### src/rnp_defs.svh
`ifndef RNP_DEFS_SVH
`define RNP_DEFS_SVH

// minimum low time of the reset input, in ns
`define RNP_RST_MIN_NS 500
// clock period in ns
`define RNP_CLK_NS 25
// reset input low time in cycles, rounded up
`define RNP_RST_MIN_CYC ((`RNP_RST_MIN_NS + `RNP_CLK_NS - 1) / `RNP_CLK_NS)
// internal reset sequence length, in cycles
`define RNP_SEQ_CYC 32
// wake delay from interrupt falling edge in power-down, in cycles
`define RNP_WAKE_CYC 16
// counter width
`define RNP_CNT_W 8
// reset value of configuration bits
`define RNP_CFG_RST 1'b0

`endif

### src/rnp_pkg.sv
package rnp_pkg;
    typedef enum {ST_RUN, ST_SEQ, ST_INIT, ST_PD, ST_WAKE} rnp_state_t;
    typedef struct packed {
        logic bidir_reset_enable;
        logic powerdown_config_bit;
    } rnp_cfg_t;
    typedef struct packed {
        logic sw_reset;
        logic wdt_reset;
        logic powerdown_instruction;
        logic end_of_init_instruction;
    } rnp_cpu_t;
endpackage

### src/rnp_sync.sv
`timescale 1ns/100ps
`default_nettype none
module rnp_sync (
    // clock
    input wire logic clk_i,
    input wire logic rst_n_i,
    input wire logic ce_i,
    // pin
    input wire logic async_i,
    output logic sync_o
);
    logic meta_q;
    logic meta_d;
    logic sync_q;
    logic sync_d;

    always_comb begin
        meta_d = ce_i ? async_i : meta_q;
        sync_d = ce_i ? meta_q : sync_q;
    end

    always_ff @(posedge clk_i) begin
        if (!rst_n_i) begin
            meta_q <= 1'b1;
            sync_q <= 1'b1;
        end else begin
            meta_q <= meta_d;
            sync_q <= sync_d;
        end
    end

    assign sync_o = sync_q;
endmodule // rnp_sync
`default_nettype wire

### src/rnp_top.sv
// Notes on behaviour
// - reset input low long enough with oscillator running resets device
// - with bidirectional reset enabled, device pulls reset line low during sequence after software or watchdog reset, not hardware reset
// - reset indication output goes low on hardware, software or watchdog reset
// - reset indication stays low until end-of-initialization instruction executes
// - falling edge on interrupt input in run state requests the non-maskable trap
// - power-down instruction with config bit 0 enters power-down only if input low
// - power-down instruction with config bit 0 and input high is ignored
// - timing pin selects sync or async reset and times power-down wake
`include "rnp_defs.svh"
`timescale 1ns/100ps
`default_nettype none
module rnp_top (
    // clock and reset
    input wire logic clk_i,
    input wire logic rst_n_i,
    input wire logic ce_i,
    input wire logic osc_running_i,
    // reset pin
    input wire logic ext_reset_in_i,
    output logic ext_reset_out_o,
    output logic ext_reset_oe_o,
    // interrupt and timing pins
    input wire logic nmi_n_i,
    input wire logic powerdown_timing_pin_i,
    // cpu side
    input wire rnp_pkg::rnp_cfg_t cfg_i,
    input wire rnp_pkg::rnp_cpu_t cpu_i,
    // outputs
    output logic reset_indication_out_n_o,
    output logic core_reset_o,
    output logic async_reset_mode_o,
    output logic nmi_trap_o,
    output logic powerdown_o
);
    logic rst_pin;
    logic nmi_pin;
    logic tpin;
    logic [2:0] pin_async;
    logic [2:0] pin_sync;
    rnp_pkg::rnp_state_t state_q;
    rnp_pkg::rnp_state_t state_d;
    logic [`RNP_CNT_W-1:0] cnt_q;
    logic [`RNP_CNT_W-1:0] cnt_d;
    logic [`RNP_CNT_W-1:0] low_q;
    logic [`RNP_CNT_W-1:0] low_d;
    logic nmi_prev_q;
    logic nmi_prev_d;
    logic trap_q;
    logic trap_d;
    logic rsti_q;
    logic rsti_d;
    logic async_q;
    logic async_d;
    logic bidir_q;
    logic bidir_d;
    logic hw_rst;
    logic any_rst;
    logic nmi_fall;
    logic seq_end;

    // two-stage synchronisers for reset, interrupt and timing pins
    assign pin_async = {powerdown_timing_pin_i, nmi_n_i, ext_reset_in_i};
    generate
        for (genvar gi = 0; gi < 3; gi++) begin : g_sync
            rnp_sync u_sync (
                .clk_i(clk_i),
                .rst_n_i(rst_n_i),
                .ce_i(ce_i),
                .async_i(pin_async[gi]),
                .sync_o(pin_sync[gi])
            );
        end
    endgenerate
    assign rst_pin = pin_sync[0];
    assign nmi_pin = pin_sync[1];
    assign tpin = pin_sync[2];

    // low-time filter on reset pin, ignored while the device drives it
    always_comb begin
        low_d = low_q;
        if (!osc_running_i || rst_pin || bidir_q) begin
            low_d = '0;
        end else if (low_q != `RNP_CNT_W'(`RNP_RST_MIN_CYC)) begin
            low_d = low_q + `RNP_CNT_W'(1);
        end
    end

    always_ff @(posedge clk_i) begin
        if (!rst_n_i) begin
            low_q <= '0;
        end else if (ce_i) begin
            low_q <= low_d;
        end
    end

    assign hw_rst = (low_q == `RNP_CNT_W'(`RNP_RST_MIN_CYC));
    assign any_rst = hw_rst || cpu_i.sw_reset || cpu_i.wdt_reset;
    assign seq_end = (state_q == rnp_pkg::ST_SEQ) && (cnt_q == `RNP_CNT_W'(`RNP_SEQ_CYC - 1));
    assign nmi_fall = nmi_prev_q && !nmi_pin;

    // reset, init and power-down sequencing
    always_comb begin
        state_d = state_q;
        cnt_d = cnt_q;
        if (any_rst) begin
            state_d = rnp_pkg::ST_SEQ;
            cnt_d = '0;
        end else begin
            case (state_q)
                rnp_pkg::ST_SEQ: begin
                    if (seq_end) begin
                        state_d = rnp_pkg::ST_INIT;
                    end else begin
                        cnt_d = cnt_q + `RNP_CNT_W'(1);
                    end
                end
                rnp_pkg::ST_INIT: begin
                    if (cpu_i.end_of_init_instruction) begin
                        state_d = rnp_pkg::ST_RUN;
                    end
                end
                rnp_pkg::ST_RUN: begin
                    if (cpu_i.powerdown_instruction) begin
                        if (cfg_i.powerdown_config_bit || !nmi_pin) begin
                            state_d = rnp_pkg::ST_PD;
                        end
                    end
                end
                rnp_pkg::ST_PD: begin
                    cnt_d = '0;
                    if (nmi_fall) begin
                        state_d = rnp_pkg::ST_WAKE;
                    end
                end
                rnp_pkg::ST_WAKE: begin
                    if (cnt_q == `RNP_CNT_W'(`RNP_WAKE_CYC - 1) && tpin) begin
                        state_d = rnp_pkg::ST_RUN;
                    end else if (cnt_q != `RNP_CNT_W'(`RNP_WAKE_CYC - 1)) begin
                        cnt_d = cnt_q + `RNP_CNT_W'(1);
                    end
                end
                default: state_d = rnp_pkg::ST_RUN;
            endcase
        end
    end

    always_ff @(posedge clk_i) begin
        if (!rst_n_i) begin
            state_q <= rnp_pkg::ST_SEQ;
            cnt_q <= '0;
        end else if (ce_i) begin
            state_q <= state_d;
            cnt_q <= cnt_d;
        end
    end

    // reset indication, low from any reset until end of initialisation
    always_comb begin
        rsti_d = rsti_q;
        if (any_rst) begin
            rsti_d = 1'b0;
        end else if (state_q == rnp_pkg::ST_INIT && cpu_i.end_of_init_instruction) begin
            rsti_d = 1'b1;
        end
    end

    always_ff @(posedge clk_i) begin
        if (!rst_n_i) begin
            rsti_q <= 1'b0;
        end else if (ce_i) begin
            rsti_q <= rsti_d;
        end
    end

    // reset mode and pin drive, latched when a reset is taken
    always_comb begin
        async_d = async_q;
        bidir_d = bidir_q;
        if (any_rst) begin
            async_d = !tpin;
            bidir_d = cfg_i.bidir_reset_enable && !hw_rst;
        end else if (seq_end) begin
            bidir_d = 1'b0;
        end
    end

    always_ff @(posedge clk_i) begin
        if (!rst_n_i) begin
            async_q <= `RNP_CFG_RST;
            bidir_q <= `RNP_CFG_RST;
        end else if (ce_i) begin
            async_q <= async_d;
            bidir_q <= bidir_d;
        end
    end

    // falling edge of interrupt input
    always_comb begin
        nmi_prev_d = nmi_pin;
        trap_d = nmi_fall && state_q == rnp_pkg::ST_RUN;
    end

    always_ff @(posedge clk_i) begin
        if (!rst_n_i) begin
            nmi_prev_q <= 1'b1;
            trap_q <= 1'b0;
        end else if (ce_i) begin
            nmi_prev_q <= nmi_prev_d;
            trap_q <= trap_d;
        end
    end

    assign ext_reset_out_o = 1'b0;
    assign ext_reset_oe_o = bidir_q;
    assign reset_indication_out_n_o = rsti_q;
    assign core_reset_o = (state_q == rnp_pkg::ST_SEQ);
    assign async_reset_mode_o = async_q;
    assign nmi_trap_o = trap_q;
    assign powerdown_o = (state_q == rnp_pkg::ST_PD) || (state_q == rnp_pkg::ST_WAKE);
endmodule // rnp_top
`default_nettype wire

### config.mk
export PLATFORM = sky130hd
export DESIGN_NAME = rnp_top
export DESIGN_NICKNAME = d
export VERILOG_FILES = /design/src/rnp_pkg.sv /design/src/rnp_sync.sv /design/src/rnp_top.sv
export VERILOG_INCLUDE_DIRS = /design/src
export SDC_FILE = /design/constraint.sdc
export NUM_CORES = 1
export LEC_CHECK = 0
export ABC_AREA = 0
export BUFFER_PORTS_ARGS = -buffer_cell sky130_fd_sc_hd__buf_2
export CAP_MARGIN = 25
export CORE_UTILIZATION = 61
export CTS_BUF_LIST = sky130_fd_sc_hd__clkbuf_8 sky130_fd_sc_hd__clkbuf_16
export CTS_CLUSTER_DIAMETER = 40
export DETAILED_ROUTE_END_ITERATION = 10
export GPL_ROUTABILITY_DRIVEN = 0
export PLACE_DENSITY = 0.82
export SETUP_SLACK_MARGIN = 0.2
export SYNTH_ARGS = -nofsm -noshare
export SYNTH_HDL_FRONTEND = slang
export SYNTH_SLANG_ARGS = --single-unit
### constraint.sdc
create_clock -name clk_i -period 3.15 [get_ports clk_i]
set_clock_uncertainty 0.05 [all_clocks]
set_input_delay 0.1575 -clock clk_i [delete_from_list [all_inputs] [get_ports clk_i]]
set_output_delay 0.1575 -clock clk_i [all_outputs]
set_load 0.005 [all_outputs]
==> flow_summary.rst, run 1 <==
.. list-table::
   :header-rows: 1

   * - Metric
     - Value
   * - Peak fanout along the critical path
     - 5
   * - Maximum number of pins on one net before global-route repair
     - 19
   * - Final-report setup violation count
     - 0
   * - Highest clock rate
     - ~470 MHz
   * - Portion of the post-synthesis area used by sequential elements
     - 0.376
   * - Antenna cells
     - 0
   * - Number of cells on the worst hold path
     - 3
   * - Startpoint kind of the worst setup timing path
     - flop
   * - Clock edge transition at the registers on the reported setup and hold paths
     - roughly 60 ps
   * - Area share of the largest cell type after synthesis
     - 0.376
   * - RSZ-0062 raised after global routing
     - no
   * - Worst Path Arrival
     - ~2300 ps
   * - Top_reg_cell synth
     - sky130_fd_sc_hd__dfxtp_1
   * - Share of final-layout standard cells stronger than drive strength 1
     - 0.121
   * - Setup crit end kind
     - flop
   * - Number of buffers inserted by port buffering
     - 18
   * - Max-cap check violation count
     - 0
   * - Worst Hold Endpoint
     - g_sync[1].u_sync.meta_q
   * - Reg2Reg Capture Point
     - state_q[2]
   * - Pin slew with the least headroom to its limit
     - around 780 ps
   * - Number of filler cells placed in the layout
     - between 200 and 250
   * - Count of clock tree sinks
     - 30
   * - Post-route total power
     - between 0.0007 and 0.0008 W
   * - Average wire per cell in the routed design
     - around 14 microns
   * - Unique masters post-synth
     - 48
   * - Detailed-routing iteration count for the pre-antenna-repair pass
     - 4
   * - Number of setup buffers added after CTS
     - 0
   * - CP Class
     - reg2reg
   * - Utilization of the core after routing
     - 0.712
   * - Share of async-settable or async-resettable flops after synthesis
     - 0
   * - Area leader, netlist
     - sky130_fd_sc_hd__dfxtp_1
   * - Die outline area
     - between 0.002 and 0.003 sq mm
   * - Number of nets at the end of the flow
     - 229
   * - Status
     - finished, final reports clean
   * - Areal power density over the cells
     - around 420 mW/mm^2
   * - Detailed Route WL
     - roughly 3.5 mm
   * - Gate Count Post-Synth
     - between 150 and 200
   * - TritonCTS Buffers
     - 5
   * - Cell depth of the worst flop-to-flop path
     - 6
   * - Required @ worst endpoint
     - roughly 3300 ps
   * - Slew margin rel.
     - 0.471
   * - Period utilisation layout
     - 0.676
   * - Max H-tree Level
     - 2
   * - R2R setup slack
     - a little over 1000 ps
   * - Resized Gates After CTS
     - 0
   * - Syn Nets
     - about 220
   * - Max rail drop VDD
     - about 0.00053 V
   * - Fin Setup TNS
     - 0 ps
   * - Detailed placement HPWL
     - approximately 2.5 mm
   * - Starting utilization of the core area
     - 0.644
   * - ANT nets after route
     - 0
   * - Crit path launch
     - cnt_q[0]
   * - Origin of the critical flop-to-flop path
     - cnt_q[0]
   * - Root buffer cell
     - sky130_fd_sc_hd__clkbuf_8
   * - Dominant cells by area after synthesis
     - sky130_fd_sc_hd__dfxtp_1 (38%), sky130_fd_sc_hd__nand2_1 (7.1%), sky130_fd_sc_hd__nor2_1 (4.5%)
   * - Height of the die
     - about 53 microns
   * - Detailed-route via count
     - around 1500
   * - Buffer depth of the longest clock path
     - 2
   * - Wire length of the first global-routing pass
     - 5.60 mm
   * - Clock tree from TritonCTS
     - built
   * - Total number of placement rows
     - 18
   * - Commonest non-fill, non-tap cells in the layout
     - sky130_fd_sc_hd__nand2_1 (30), sky130_fd_sc_hd__dfxtp_1 (30), sky130_fd_sc_hd__nor2_1 (19), sky130_fd_sc_hd__buf_2 (18), sky130_fd_sc_hd__a21oi_1 (8)
   * - Post-route DRC
     - 0
   * - GRT Resource Usage Total
     - 0.273
   * - Via count of the first global-routing pass
     - roughly 1300
   * - Area Overhead vs Synth
     - 10.4%
   * - Area of the multi-input gates
     - 921 sq um
   * - Number of register bits inferred by synthesis
     - 30
   * - Class of the worst hold path
     - in2reg
   * - Origin of the worst min-delay path
     - nmi_n_i
   * - Number of max-slew violations in the final report
     - 0
   * - Static leakage power
     - between 0.7 and 0.8 nW
   * - Synthesized area per cell
     - approximately 8 sq um
   * - Sequential standard cell area
     - about 600 sq um
   * - Final Hold Fails
     - 0
   * - Total grt overflow
     - 0
   * - Via density
     - roughly 6.2
   * - Post-Syn Area
     - approximately 0.0016 sq mm
   * - Initial DRC Count
     - 55
   * - Top-level I/O count
     - 20
   * - Yosys Warn Count
     - 0
   * - Initial antenna violation count
     - 0
   * - Core region area
     - between 0.002 and 0.0025 sq mm
   * - Final min period
     - roughly 2100 ps
   * - Die boundary width
     - between 50 and 60 microns
   * - Hold buffers post-CTS
     - 0
   * - Skew-Pair Late Insertion Delay
     - 270 ps
   * - Number of synthesized flops with an enable pin
     - 0
synth_stat cells, types with 4 or more instances:
| cell type | count |
|---|---|
| sky130_fd_sc_hd__clkbuf_1 | 8 |
| sky130_fd_sc_hd__mux2i_1 | 7 |
| sky130_fd_sc_hd__xor2_1 | 6 |
| sky130_fd_sc_hd__nand2_1 | 30 |
| sky130_fd_sc_hd__o21a_1 | 4 |
| sky130_fd_sc_hd__and3_1 | 4 |
| sky130_fd_sc_hd__dfxtp_1 | 30 |
| sky130_fd_sc_hd__a31oi_1 | 7 |
| sky130_fd_sc_hd__nand3_1 | 7 |
| sky130_fd_sc_hd__o21ai_0 | 6 |
| sky130_fd_sc_hd__inv_1 | 6 |
| sky130_fd_sc_hd__a21oi_1 | 8 |
| sky130_fd_sc_hd__nand4_1 | 7 |
| sky130_fd_sc_hd__nor2_1 | 19 |
| sky130_fd_sc_hd__o211ai_1 | 4 |
metal layers:
metal	track usage	wire length [microns]	vias to the layer above	share of wire
li1	-	-	745	-
met1	0.322	1520	705	0.44
met2	0.468	1710	56	0.49
met3	0.0805	200	11	0.058
met4	0.0921	49	0	0.014
met5	0	0	-	0
worst max-delay path, stage by stage, from the launching register on:
cell	delay, ps
sky130_fd_sc_hd__dfxtp_1	360
sky130_fd_sc_hd__ha_1	220
sky130_fd_sc_hd__and4b_1	230
sky130_fd_sc_hd__a21o_1	210
sky130_fd_sc_hd__o311ai_0	280
sky130_fd_sc_hd__or4_1	550
sky130_fd_sc_hd__a31oi_1	160
stage by stage:
step | setup slack, ps | instances | area, sq um | hold WS [ps]
6_report | 1020 | 244 | 1760 | 59.3
5_1_grt | 924 | 244 | 1760 | 70.5
4_1_cts | 1030 | 244 | 1760 | 56.2
3_5_place_dp | 1040 | 236 | 1670 | 342
3_3_place_gp | 1090 | 236 | 1670 | 325
2_1_floorplan | 1140 | 199 | 1600 | 236
worst max path at each step:
stage / end / cells after the start
2_1_floorplan: cnt_q[5] / 7
3_3_place_gp: state_q[2] / 6
3_5_place_dp: cnt_q[5] / 5
4_1_cts: cnt_q[5] / 5
5_1_grt: state_q[2] / 6
6_report: state_q[2] / 6
sequential cells by signal (all words and copies together) (netlist names):
| register | count |
|---|---|
| state_q | 3 |
| g_sync.u_sync.meta_q | 3 |
| reset_indication_out_n_o | 1 |
| nmi_trap_o | 1 |
| cnt_q | 8 |
| g_sync.u_sync.sync_o | 3 |
| ext_reset_oe_o | 1 |
| async_reset_mode_o | 1 |
| low_q | 8 |
| nmi_prev_q | 1 |
where the power goes:
part	switching (W)	internal [W]	leakage, nW	total (W)
clock	0.000134	0.000173	0.0524	0.000307
combinational	0.0000324	0.0000189	0.412	0.0000514
sequential	0.00000462	0.000386	0.243	0.000390
logic make-up (layout without fill, tap and decap cells):
kind of cell	count (synthesis)	count (layout)	synth area share
multiplexers	7	7	0.0439
flip-flops	30	30	0.376
other	1	1	0.00235
buffers and inverters	17	32	0.0470
AO/OA/AOI/OAI	42	42	0.176
XOR/XNOR	7	7	0.0384
adder cells (fa/ha/maj)	3	3	0.0235
AND/OR/NAND/NOR	92	92	0.293
cell type report:
class / instances / share of cell area
clock buffers: 6 / 0.0468
inverters: 6 / 0.0128
repair buffers: 18 / 0.0511
clock inverters: 2 / 0.00497
well taps: 30 / 0.0213
multi-input cells: 152 / 0.522
flip-flops and latches: 30 / 0.341
Power figures use the tool's default switching activity.
==> inputs of run 2 (changes only) <==
--- a/config.mk
+++ b/config.mk
@@ -9,12 +9,12 @@
 export ABC_AREA = 0
 export BUFFER_PORTS_ARGS = -buffer_cell sky130_fd_sc_hd__buf_2
 export CAP_MARGIN = 25
-export CORE_UTILIZATION = 61
+export CORE_UTILIZATION = 57
 export CTS_BUF_LIST = sky130_fd_sc_hd__clkbuf_8 sky130_fd_sc_hd__clkbuf_16
 export CTS_CLUSTER_DIAMETER = 40
 export DETAILED_ROUTE_END_ITERATION = 10
 export GPL_ROUTABILITY_DRIVEN = 0
-export PLACE_DENSITY = 0.82
+export PLACE_DENSITY = 0.78
 export SETUP_SLACK_MARGIN = 0.2
 export SYNTH_ARGS = -nofsm -noshare
 export SYNTH_HDL_FRONTEND = slang
==> constraint.sdc (replaced) <==
create_clock -name clk_i -period 2.1 [get_ports clk_i]
set_clock_uncertainty 0.05 [all_clocks]
set_input_delay 0.105 -clock clk_i [delete_from_list [all_inputs] [get_ports clk_i]]
set_output_delay 0.105 -clock clk_i [all_outputs]
set_load 0.005 [all_outputs]
==> run 2 against run 1 <==
  * Flip-flop and latch count unchanged
  * Via count up 9.8%
  * Fmax up 11%
  * Count of clock-buffer cells in the layout down 1
  * First-iteration DRC count up 18%
  * Final area up 11%
  * Die area up 6.8%
  * Critical endpoint unchanged
  * Largest cell class unchanged
  * Largest power group unchanged
==> flow_summary.rst, run 2 (synthesis gave the netlist of run 1 again) <==
.. list-table::
   :header-rows: 1

   * - Metric
     - Value
   * - Initial antenna violation count
     - 0 (unchanged)
   * - Reg2Reg Capture Point
     - state_q[2] (unchanged)
   * - Average wire per cell in the routed design
     - 16.1 microns (was 14.3 microns)
   * - Detailed-routing iteration count for the pre-antenna-repair pass
     - 4 (unchanged)
   * - Post-route DRC
     - 0 (unchanged)
   * - P_sw
     - 0.000285 W (was 0.000171 W)
   * - Maximum number of pins on one net before global-route repair
     - 18 (was 19)
   * - Power share of the combinational group
     - 0.084 (was 0.069)
   * - Via density
     - 6.43 (was 6.22)
   * - Root buffer cell
     - sky130_fd_sc_hd__clkbuf_8 (unchanged)
   * - Total grt overflow
     - 0 (unchanged)
   * - Detailed-route via count
     - 1665 (was 1517)
   * - Post-place instance area
     - 0.00175 sq mm (was 0.00167 sq mm)
   * - Area of the multi-input gates
     - 985 sq um (was 921 sq um)
   * - Peak fanout along the critical path
     - 4 (was 5)
   * - Required @ worst endpoint
     - 2250 ps (was 3310 ps)
   * - Detailed placement HPWL
     - 2.65 mm (was 2.48 mm)
   * - Die outline area
     - 0.00302 sq mm (was 0.00283 sq mm)
   * - Worst Path Arrival
     - 2060 ps (was 2280 ps)
   * - Die boundary width
     - 54.9 microns (was 53.2 microns)
   * - R2R setup slack
     - 190 ps (was 1020 ps)
   * - Largest registers in the final layout
     - cnt_q x8, low_q x8 (unchanged)
   * - Area Overhead vs Synth
     - 22.4% (was 10.4%)
   * - Areal power density over the cells
     - 573 mW/mm^2 (was 425 mW/mm^2)
   * - End point of the critical path
     - state_q[2] (unchanged)
   * - Final Hold Fails
     - 0 (unchanged)
   * - Static leakage power
     - 0.787 nW (was 0.707 nW)
   * - Setup Slack @ Placement
     - 91.7 ps (was 1040 ps)
   * - Height of the die
     - 54.9 microns (was 53.2 microns)
   * - RSZ-0062 raised after global routing
     - yes (was no)
   * - Startpoint kind of the worst setup timing path
     - flop (unchanged)
   * - Final critical-path setup slack
     - 186 ps (was 1020 ps)
   * - Count of clock tree sinks
     - 30 (unchanged)
   * - Commonest non-fill, non-tap cells in the layout
     - sky130_fd_sc_hd__nand2_1 (30), sky130_fd_sc_hd__dfxtp_1 (26), sky130_fd_sc_hd__nor2_1 (19), sky130_fd_sc_hd__buf_2 (18), sky130_fd_sc_hd__buf_4 (13) (was sky130_fd_sc_hd__nand2_1 (30), sky130_fd_sc_hd__dfxtp_1 (30), sky130_fd_sc_hd__nor2_1 (19), sky130_fd_sc_hd__buf_2 (18), sky130_fd_sc_hd__a21oi_1 (8))
   * - Total number of placement rows
     - 18 (unchanged)
   * - Fin Setup TNS
     - 0 ps (unchanged)
   * - Number of filler cells placed in the layout
     - 197 (was 226)
   * - Buffer depth of the longest clock path
     - 2 (unchanged)
   * - Sw frac
     - 0.255 (was 0.229)
   * - Origin of the critical flop-to-flop path
     - cnt_q[0] (unchanged)
   * - GRT Resource Usage Total
     - 0.295 (was 0.273)
   * - Final non-filler cell area
     - 0.00195 sq mm (was 0.00176 sq mm)
   * - Number of buffers inserted by port buffering
     - 18 (unchanged)
   * - Max-cap check violation count
     - 0 (unchanged)
   * - Power share of the sequential group
     - 0.519 (was 0.521)
   * - Status
     - finished, final reports clean (unchanged)
   * - Detailed Route WL
     - 4.17 mm (was 3.48 mm)
   * - Class of the worst hold path
     - in2reg (unchanged)
   * - Wire length of the first global-routing pass
     - 6.24 mm (was 5.60 mm)
   * - Core region area
     - 0.00257 sq mm (was 0.00248 sq mm)
   * - Clock tree from TritonCTS
     - built (unchanged)
   * - Share of final-layout standard cells stronger than drive strength 1
     - 0.227 (was 0.121)
   * - Initial DRC Count
     - 65 (was 55)
   * - Number of nets at the end of the flow
     - 245 (was 229)
   * - Part of the total power dissipated in the clock network
     - 0.397 (was 0.410)
   * - Number of max-slew violations in the final report
     - 0 (unchanged)
   * - ANT nets after route
     - 0 (unchanged)
   * - Max H-tree Level
     - 2 (unchanged)
   * - Top-level I/O count
     - 20 (unchanged)
   * - Period utilisation layout
     - 0.911 (was 0.676)
   * - TritonCTS Buffers
     - 5 (unchanged)
   * - Skew-Pair Late Insertion Delay
     - 290 ps (was 270 ps)
   * - Most common cell after layout, fill and taps aside
     - sky130_fd_sc_hd__nand2_1
   * - CP Class
     - reg2reg (unchanged)
   * - Cell-internal power
     - 0.000835 W (was 0.000577 W)
   * - Final min period
     - 1910 ps (was 2130 ps)
   * - Max rail drop VDD
     - 0.000657 V (was 0.000527 V)
   * - Final-report setup violation count
     - 0 (unchanged)
   * - Starting utilization of the core area
     - 0.622 (was 0.644)
   * - Highest clock rate
     - 523 MHz (was 470 MHz)
   * - Crit path launch
     - cnt_q[0] (unchanged)
   * - Clock edge transition at the registers on the reported setup and hold paths
     - 70 ps (was 60 ps)
   * - Antenna cells
     - 0 (unchanged)
   * - Setup crit end kind
     - flop (unchanged)
   * - Via count of the first global-routing pass
     - 1421 (was 1296)
   * - Sequential standard cell area
     - 613 sq um (was 601 sq um)
   * - Cell depth of the worst flop-to-flop path
     - 6 (unchanged)
## run 2: cell types whose count changed in the layout (fill, tap and decap cells not counted), sizes merged
cell,before,now
buf,18,31
clkbuf,6,5
clkinv,1,2
dlygate4sd3,0,3
inv,7,6
## run 2: metrics by stage
step                      std cells  hold WS [ps]   util  total power, W
after detailed placement        245           286  0.680        0.000680
final                           259          32.8  0.761         0.00112
after floorplan                 199           183      -        0.000651
after global routing            259          47.5  0.761         0.00116
after global placement          245           272  0.680        0.000676
after CTS                       258         0.716  0.734         0.00112
## run 2: worst min-delay path by stage
stage	depth (start not counted)	slack [ps]	from	endpoint
6_report	3	30	osc_running_i	low_q[1]
5_1_grt	3	50	osc_running_i	low_q[1]
4_1_cts	3	0.7	nmi_n_i	g_sync[1].u_sync.meta_q
3_5_place_dp	3	290	nmi_n_i	g_sync[1].u_sync.meta_q
3_3_place_gp	3	270	ext_reset_in_i	g_sync[0].u_sync.meta_q
2_1_floorplan	2	180	ext_reset_in_i	g_sync[0].u_sync.meta_q
## run 2: cell type report
type                            count  area share
Clock buffer                        5      0.0352
Inverter                            6      0.0115
Clock inverter                      2     0.00512
Tap cell                           30      0.0192
Timing Repair Buffer               34       0.111
Multi-Input combinational cell    152       0.504
Sequential cell                    30       0.314
## run 2: timing repair
item                       in CTS  in global routing
resized for setup               5                 15
hold buffers                    2                  1
buffers inserted                4                  0
pin swaps                       3                  2
setup endpoints to repair       7                 11
hold endpoints to repair        2                  1
## run 2: power groups by stage
stage,Sequential (W),Clock (W),Combinational [W]
6_report,0.000582,0.000445,0.0000939
5_1_grt,0.000583,0.000469,0.000104
4_1_cts,0.000585,0.000447,0.0000866
3_5_place_dp,0.000597,0,0.0000825
3_3_place_gp,0.000596,0,0.0000802
2_1_floorplan,0.000596,0,0.0000544
## run 2: layer usage
metal / GRT usage / vias up / part of all wire
met3: 0.0874 / 15 / 0.082
met5: 0 / - / 0
met2: 0.464 / 94 / 0.47
met1: 0.365 / 784 / 0.42
met4: 0.150 / 0 / 0.026
li1: - / 772 / -
## run 2: critical path, cell delays in order (launching register included)
cell and delay [ps]:
sky130_fd_sc_hd__dfxtp_4 370, sky130_fd_sc_hd__ha_4 150, sky130_fd_sc_hd__and3_4 210, sky130_fd_sc_hd__a41o_1 210
sky130_fd_sc_hd__a21oi_1 110, sky130_fd_sc_hd__or4_4 540, sky130_fd_sc_hd__a31oi_1 190
==> inputs of run 3 (changes only) <==
--- a/config.mk
+++ b/config.mk
@@ -9,12 +9,12 @@
 export ABC_AREA = 0
 export BUFFER_PORTS_ARGS = -buffer_cell sky130_fd_sc_hd__buf_2
 export CAP_MARGIN = 25
-export CORE_UTILIZATION = 57
+export CORE_UTILIZATION = 51
 export CTS_BUF_LIST = sky130_fd_sc_hd__clkbuf_8 sky130_fd_sc_hd__clkbuf_16
 export CTS_CLUSTER_DIAMETER = 40
 export DETAILED_ROUTE_END_ITERATION = 10
 export GPL_ROUTABILITY_DRIVEN = 0
-export PLACE_DENSITY = 0.78
+export PLACE_DENSITY = 0.73
 export SETUP_SLACK_MARGIN = 0.2
 export SYNTH_ARGS = -nofsm -noshare
 export SYNTH_HDL_FRONTEND = slang
==> constraint.sdc (replaced) <==
create_clock -name clk_i -period 1.6 [get_ports clk_i]
set_clock_uncertainty 0.05 [all_clocks]
set_input_delay 0.08 -clock clk_i [delete_from_list [all_inputs] [get_ports clk_i]]
set_output_delay 0.08 -clock clk_i [all_outputs]
set_load 0.005 [all_outputs]
==> run 3 against run 2 <==
  * The run now ends with DRC, setup timing left
  * Core utilization is 13 points higher
  * Worst setup slack worse by 520 ps
  * Register-to-register slack worse by 520 ps
  * Fmax is 0.98% lower
  * Routed wire length is 49% higher
==> flow_summary.rst, run 3 (synthesis gave the netlist of run 1 again) <==
.. list-table::
   :header-rows: 1

   * - Metric
     - Value
   * - Core region area
     - 0.00285 sq mm (was 0.00257 sq mm)
   * - Power share of the combinational group
     - 0.104 (was 0.084)
   * - Worst Hold Endpoint
     - g_sync[1].u_sync.sync_o (was low_q[1])
   * - Status
     - finished with violations (was finished, final reports clean)
   * - Detailed placement HPWL
     - 3.45 mm (was 2.65 mm)
   * - Final Hold Fails
     - 0 (unchanged)
   * - Buffer depth of the longest clock path
     - 2 (unchanged)
   * - Setup crit end kind
     - flop (unchanged)
   * - Peak fanout along the critical path
     - 4 (unchanged)
   * - R2R setup slack
     - -330 ps (was 190 ps)
   * - Total number of placement rows
     - 19 (was 18)
   * - Required @ worst endpoint
     - 1760 ps (was 2250 ps)
   * - Period utilisation layout
     - 1.21 (was 0.911)
   * - Detailed-routing iteration count for the pre-antenna-repair pass
     - 8 (was 4)
   * - Maximum number of pins on one net before global-route repair
     - 12 (was 18)
   * - Number of buffers inserted by port buffering
     - 18 (unchanged)
   * - Total grt overflow
     - 0 (unchanged)
   * - Share of final-layout standard cells stronger than drive strength 1
     - 0.470 (was 0.227)
   * - Number of filler cells placed in the layout
     - 133 (was 197)
   * - Detailed Route WL
     - 6.20 mm (was 4.17 mm)
   * - Detailed-route via count
     - 2009 (was 1665)
   * - Worst Path Arrival
     - 2100 ps (was 2060 ps)
   * - Static leakage power
     - 1.11 nW (was 0.787 nW)
   * - Final min period
     - 1930 ps (was 1910 ps)
   * - Highest clock rate
     - 517 MHz (was 523 MHz)
   * - Post-place instance area
     - 0.00212 sq mm (was 0.00175 sq mm)
   * - Count of clock tree sinks
     - 30 (unchanged)
   * - Wire length of the first global-routing pass
     - 8.77 mm (was 6.24 mm)
   * - Final non-filler cell area
     - 0.00255 sq mm (was 0.00195 sq mm)
   * - Max-cap check violation count
     - 0 (unchanged)
   * - Via density
     - 6.40 (was 6.43)
   * - Die outline area
     - 0.00336 sq mm (was 0.00302 sq mm)
   * - Skew-Pair Late Insertion Delay
     - 290 ps (about the same)
   * - Areal power density over the cells
     - 670 mW/mm^2 (was 573 mW/mm^2)
   * - Root buffer cell
     - sky130_fd_sc_hd__clkbuf_8 (unchanged)
   * - Number of nets at the end of the flow
     - 298 (was 245)
   * - Class of the worst hold path
     - in2reg (unchanged)
   * - Reg2Reg Capture Point
     - cnt_q[5] (was state_q[2])
   * - Startpoint kind of the worst setup timing path
     - flop (unchanged)
   * - Area of the multi-input gates
     - 0.00111 sq mm (was 985 sq um)
   * - Height of the die
     - 58.0 microns (was 54.9 microns)
   * - Commonest non-fill, non-tap cells in the layout
     - sky130_fd_sc_hd__buf_4 (54), sky130_fd_sc_hd__nand2_1 (27), sky130_fd_sc_hd__dfxtp_1 (19), sky130_fd_sc_hd__nor2_1 (18), sky130_fd_sc_hd__buf_2 (17) (was sky130_fd_sc_hd__nand2_1 (30), sky130_fd_sc_hd__dfxtp_1 (26), sky130_fd_sc_hd__nor2_1 (19), sky130_fd_sc_hd__buf_2 (18), sky130_fd_sc_hd__buf_4 (13))
   * - Final critical-path setup slack
     - -332 ps (was 186 ps)
   * - Cell depth of the worst flop-to-flop path
     - 5 (was 6)
   * - Final-report setup violation count
     - 17 (was 0)
   * - Largest registers in the final layout
     - cnt_q x8, low_q x8 (unchanged)
   * - Via count of the first global-routing pass
     - 1957 (was 1421)
   * - Cell-internal power
     - 0.00130 W (was 0.000835 W)
   * - Initial DRC Count
     - 211 (was 65)
   * - CP Class
     - reg2reg (unchanged)
   * - Origin of the worst min-delay path
     - rst_n_i (was osc_running_i)
   * - Sw frac
     - 0.241 (was 0.255)
   * - Antenna cells
     - 0 (unchanged)
   * - GRT Resource Usage Total
     - 0.354 (was 0.295)
   * - RSZ-0062 raised after global routing
     - yes (unchanged)
   * - Part of the total power dissipated in the clock network
     - 0.447 (was 0.397)
   * - Area Overhead vs Synth
     - 59.6% (was 22.4%)
   * - ANT nets after route
     - 0 (unchanged)
   * - Number of max-slew violations in the final report
     - 0 (unchanged)
   * - Post-route DRC
     - 1 (was 0)
   * - Max rail drop VDD
     - 0.000602 V (was 0.000657 V)
   * - Violations in the final reports
     - DRC, setup timing
   * - Clock tree from TritonCTS
     - built (unchanged)
   * - TritonCTS Buffers
     - 5 (unchanged)
   * - Post-route total power
     - 0.00171 W (was 0.00112 W)
   * - Die boundary width
     - 58.0 microns (was 54.9 microns)
   * - Most common cell after layout, fill and taps aside
     - sky130_fd_sc_hd__buf_4 (was sky130_fd_sc_hd__nand2_1)
   * - Sequential standard cell area
     - 614 sq um (was 613 sq um)
   * - Setup Slack @ Placement
     - -301 ps (was 91.7 ps)
   * - Fin Setup TNS
     - -3440 ps (was 0 ps)
   * - Number of cells on the worst hold path
     - 2 (was 3)
   * - Starting utilization of the core area
     - 0.560 (was 0.622)
   * - Initial antenna violation count
     - 0 (unchanged)
   * - Power share of the sequential group
     - 0.449 (was 0.519)
   * - Clock edge transition at the registers on the reported setup and hold paths
     - 70 ps (about the same)
   * - P_sw
     - 0.000412 W (was 0.000285 W)
   * - Average wire per cell in the routed design
     - 19.8 microns (was 16.1 microns)
   * - Max H-tree Level
     - 2 (unchanged)
   * - Origin of the critical flop-to-flop path
     - state_q[2] (was cnt_q[0])
   * - Top-level I/O count
     - 20 (unchanged)
run 3: routing by layer:
| metal | vias up | GRT usage | wire length [microns] |
|---|---|---|---|
| met5 | - | 0 | 0 |
| met4 | 0 | 0.228 | 341 |
| met3 | 44 | 0.112 | 487 |
| met2 | 125 | 0.606 | 3130 |
| met1 | 959 | 0.374 | 2250 |
| li1 | 881 | - | - |
run 3: worst max-delay path: stages, from the launching register on:
cell and delay (ps):
sky130_fd_sc_hd__dfxtp_2 370, sky130_fd_sc_hd__or3b_4 390, sky130_fd_sc_hd__a21o_1 200, sky130_fd_sc_hd__and2_4 160
sky130_fd_sc_hd__or4b_4 520, sky130_fd_sc_hd__a31oi_1 160
run 3: worst max path at each step:
stage	from	end	cells after the start
global route	cnt_q[0]	state_q[2]	6
finish	state_q[2]	cnt_q[5]	5
floorplan	state_q[0]	cnt_q[5]	6
CTS	state_q[2]	cnt_q[5]	5
detailed placement	cnt_q[1]	state_q[2]	6
global placement	state_q[2]	cnt_q[5]	5
run 3: cell type report:
class                      count  area share
clock buffer                   5      0.0270
clock inverter                 3      0.0157
inverter                       6     0.00884
multi-input combinational    153       0.435
sequential                    30       0.241
tap                           31      0.0152
timing repair buffer          86       0.257
run 3: through the flow:
step,util,hold WS [ps],cells
6_report,0.893,4.84,314
3_3_place_gp,0.744,247,291
2_1_floorplan,-,158,199
4_1_cts,0.855,4.87,309
3_5_place_dp,0.744,253,291
5_1_grt,0.893,-0.742,314
run 3: timing repair:
action	CTS	global route
setup endpoints to repair	20	22
cloned	1	0
endpoints found under the hold margin	3	0
hold buffers	3	0
pin swaps	27	14
resized for setup	32	19
setup buffers	6	5
run 3: power by group through the flow:
stage          Clock, W  Sequential (W)  Combinational (W)
2_1_floorplan         0        0.000783          0.0000776
3_3_place_gp          0        0.000782           0.000134
3_5_place_dp          0        0.000783           0.000141
4_1_cts        0.000758        0.000766           0.000167
5_1_grt        0.000794        0.000767           0.000188
6_report       0.000764        0.000767           0.000178
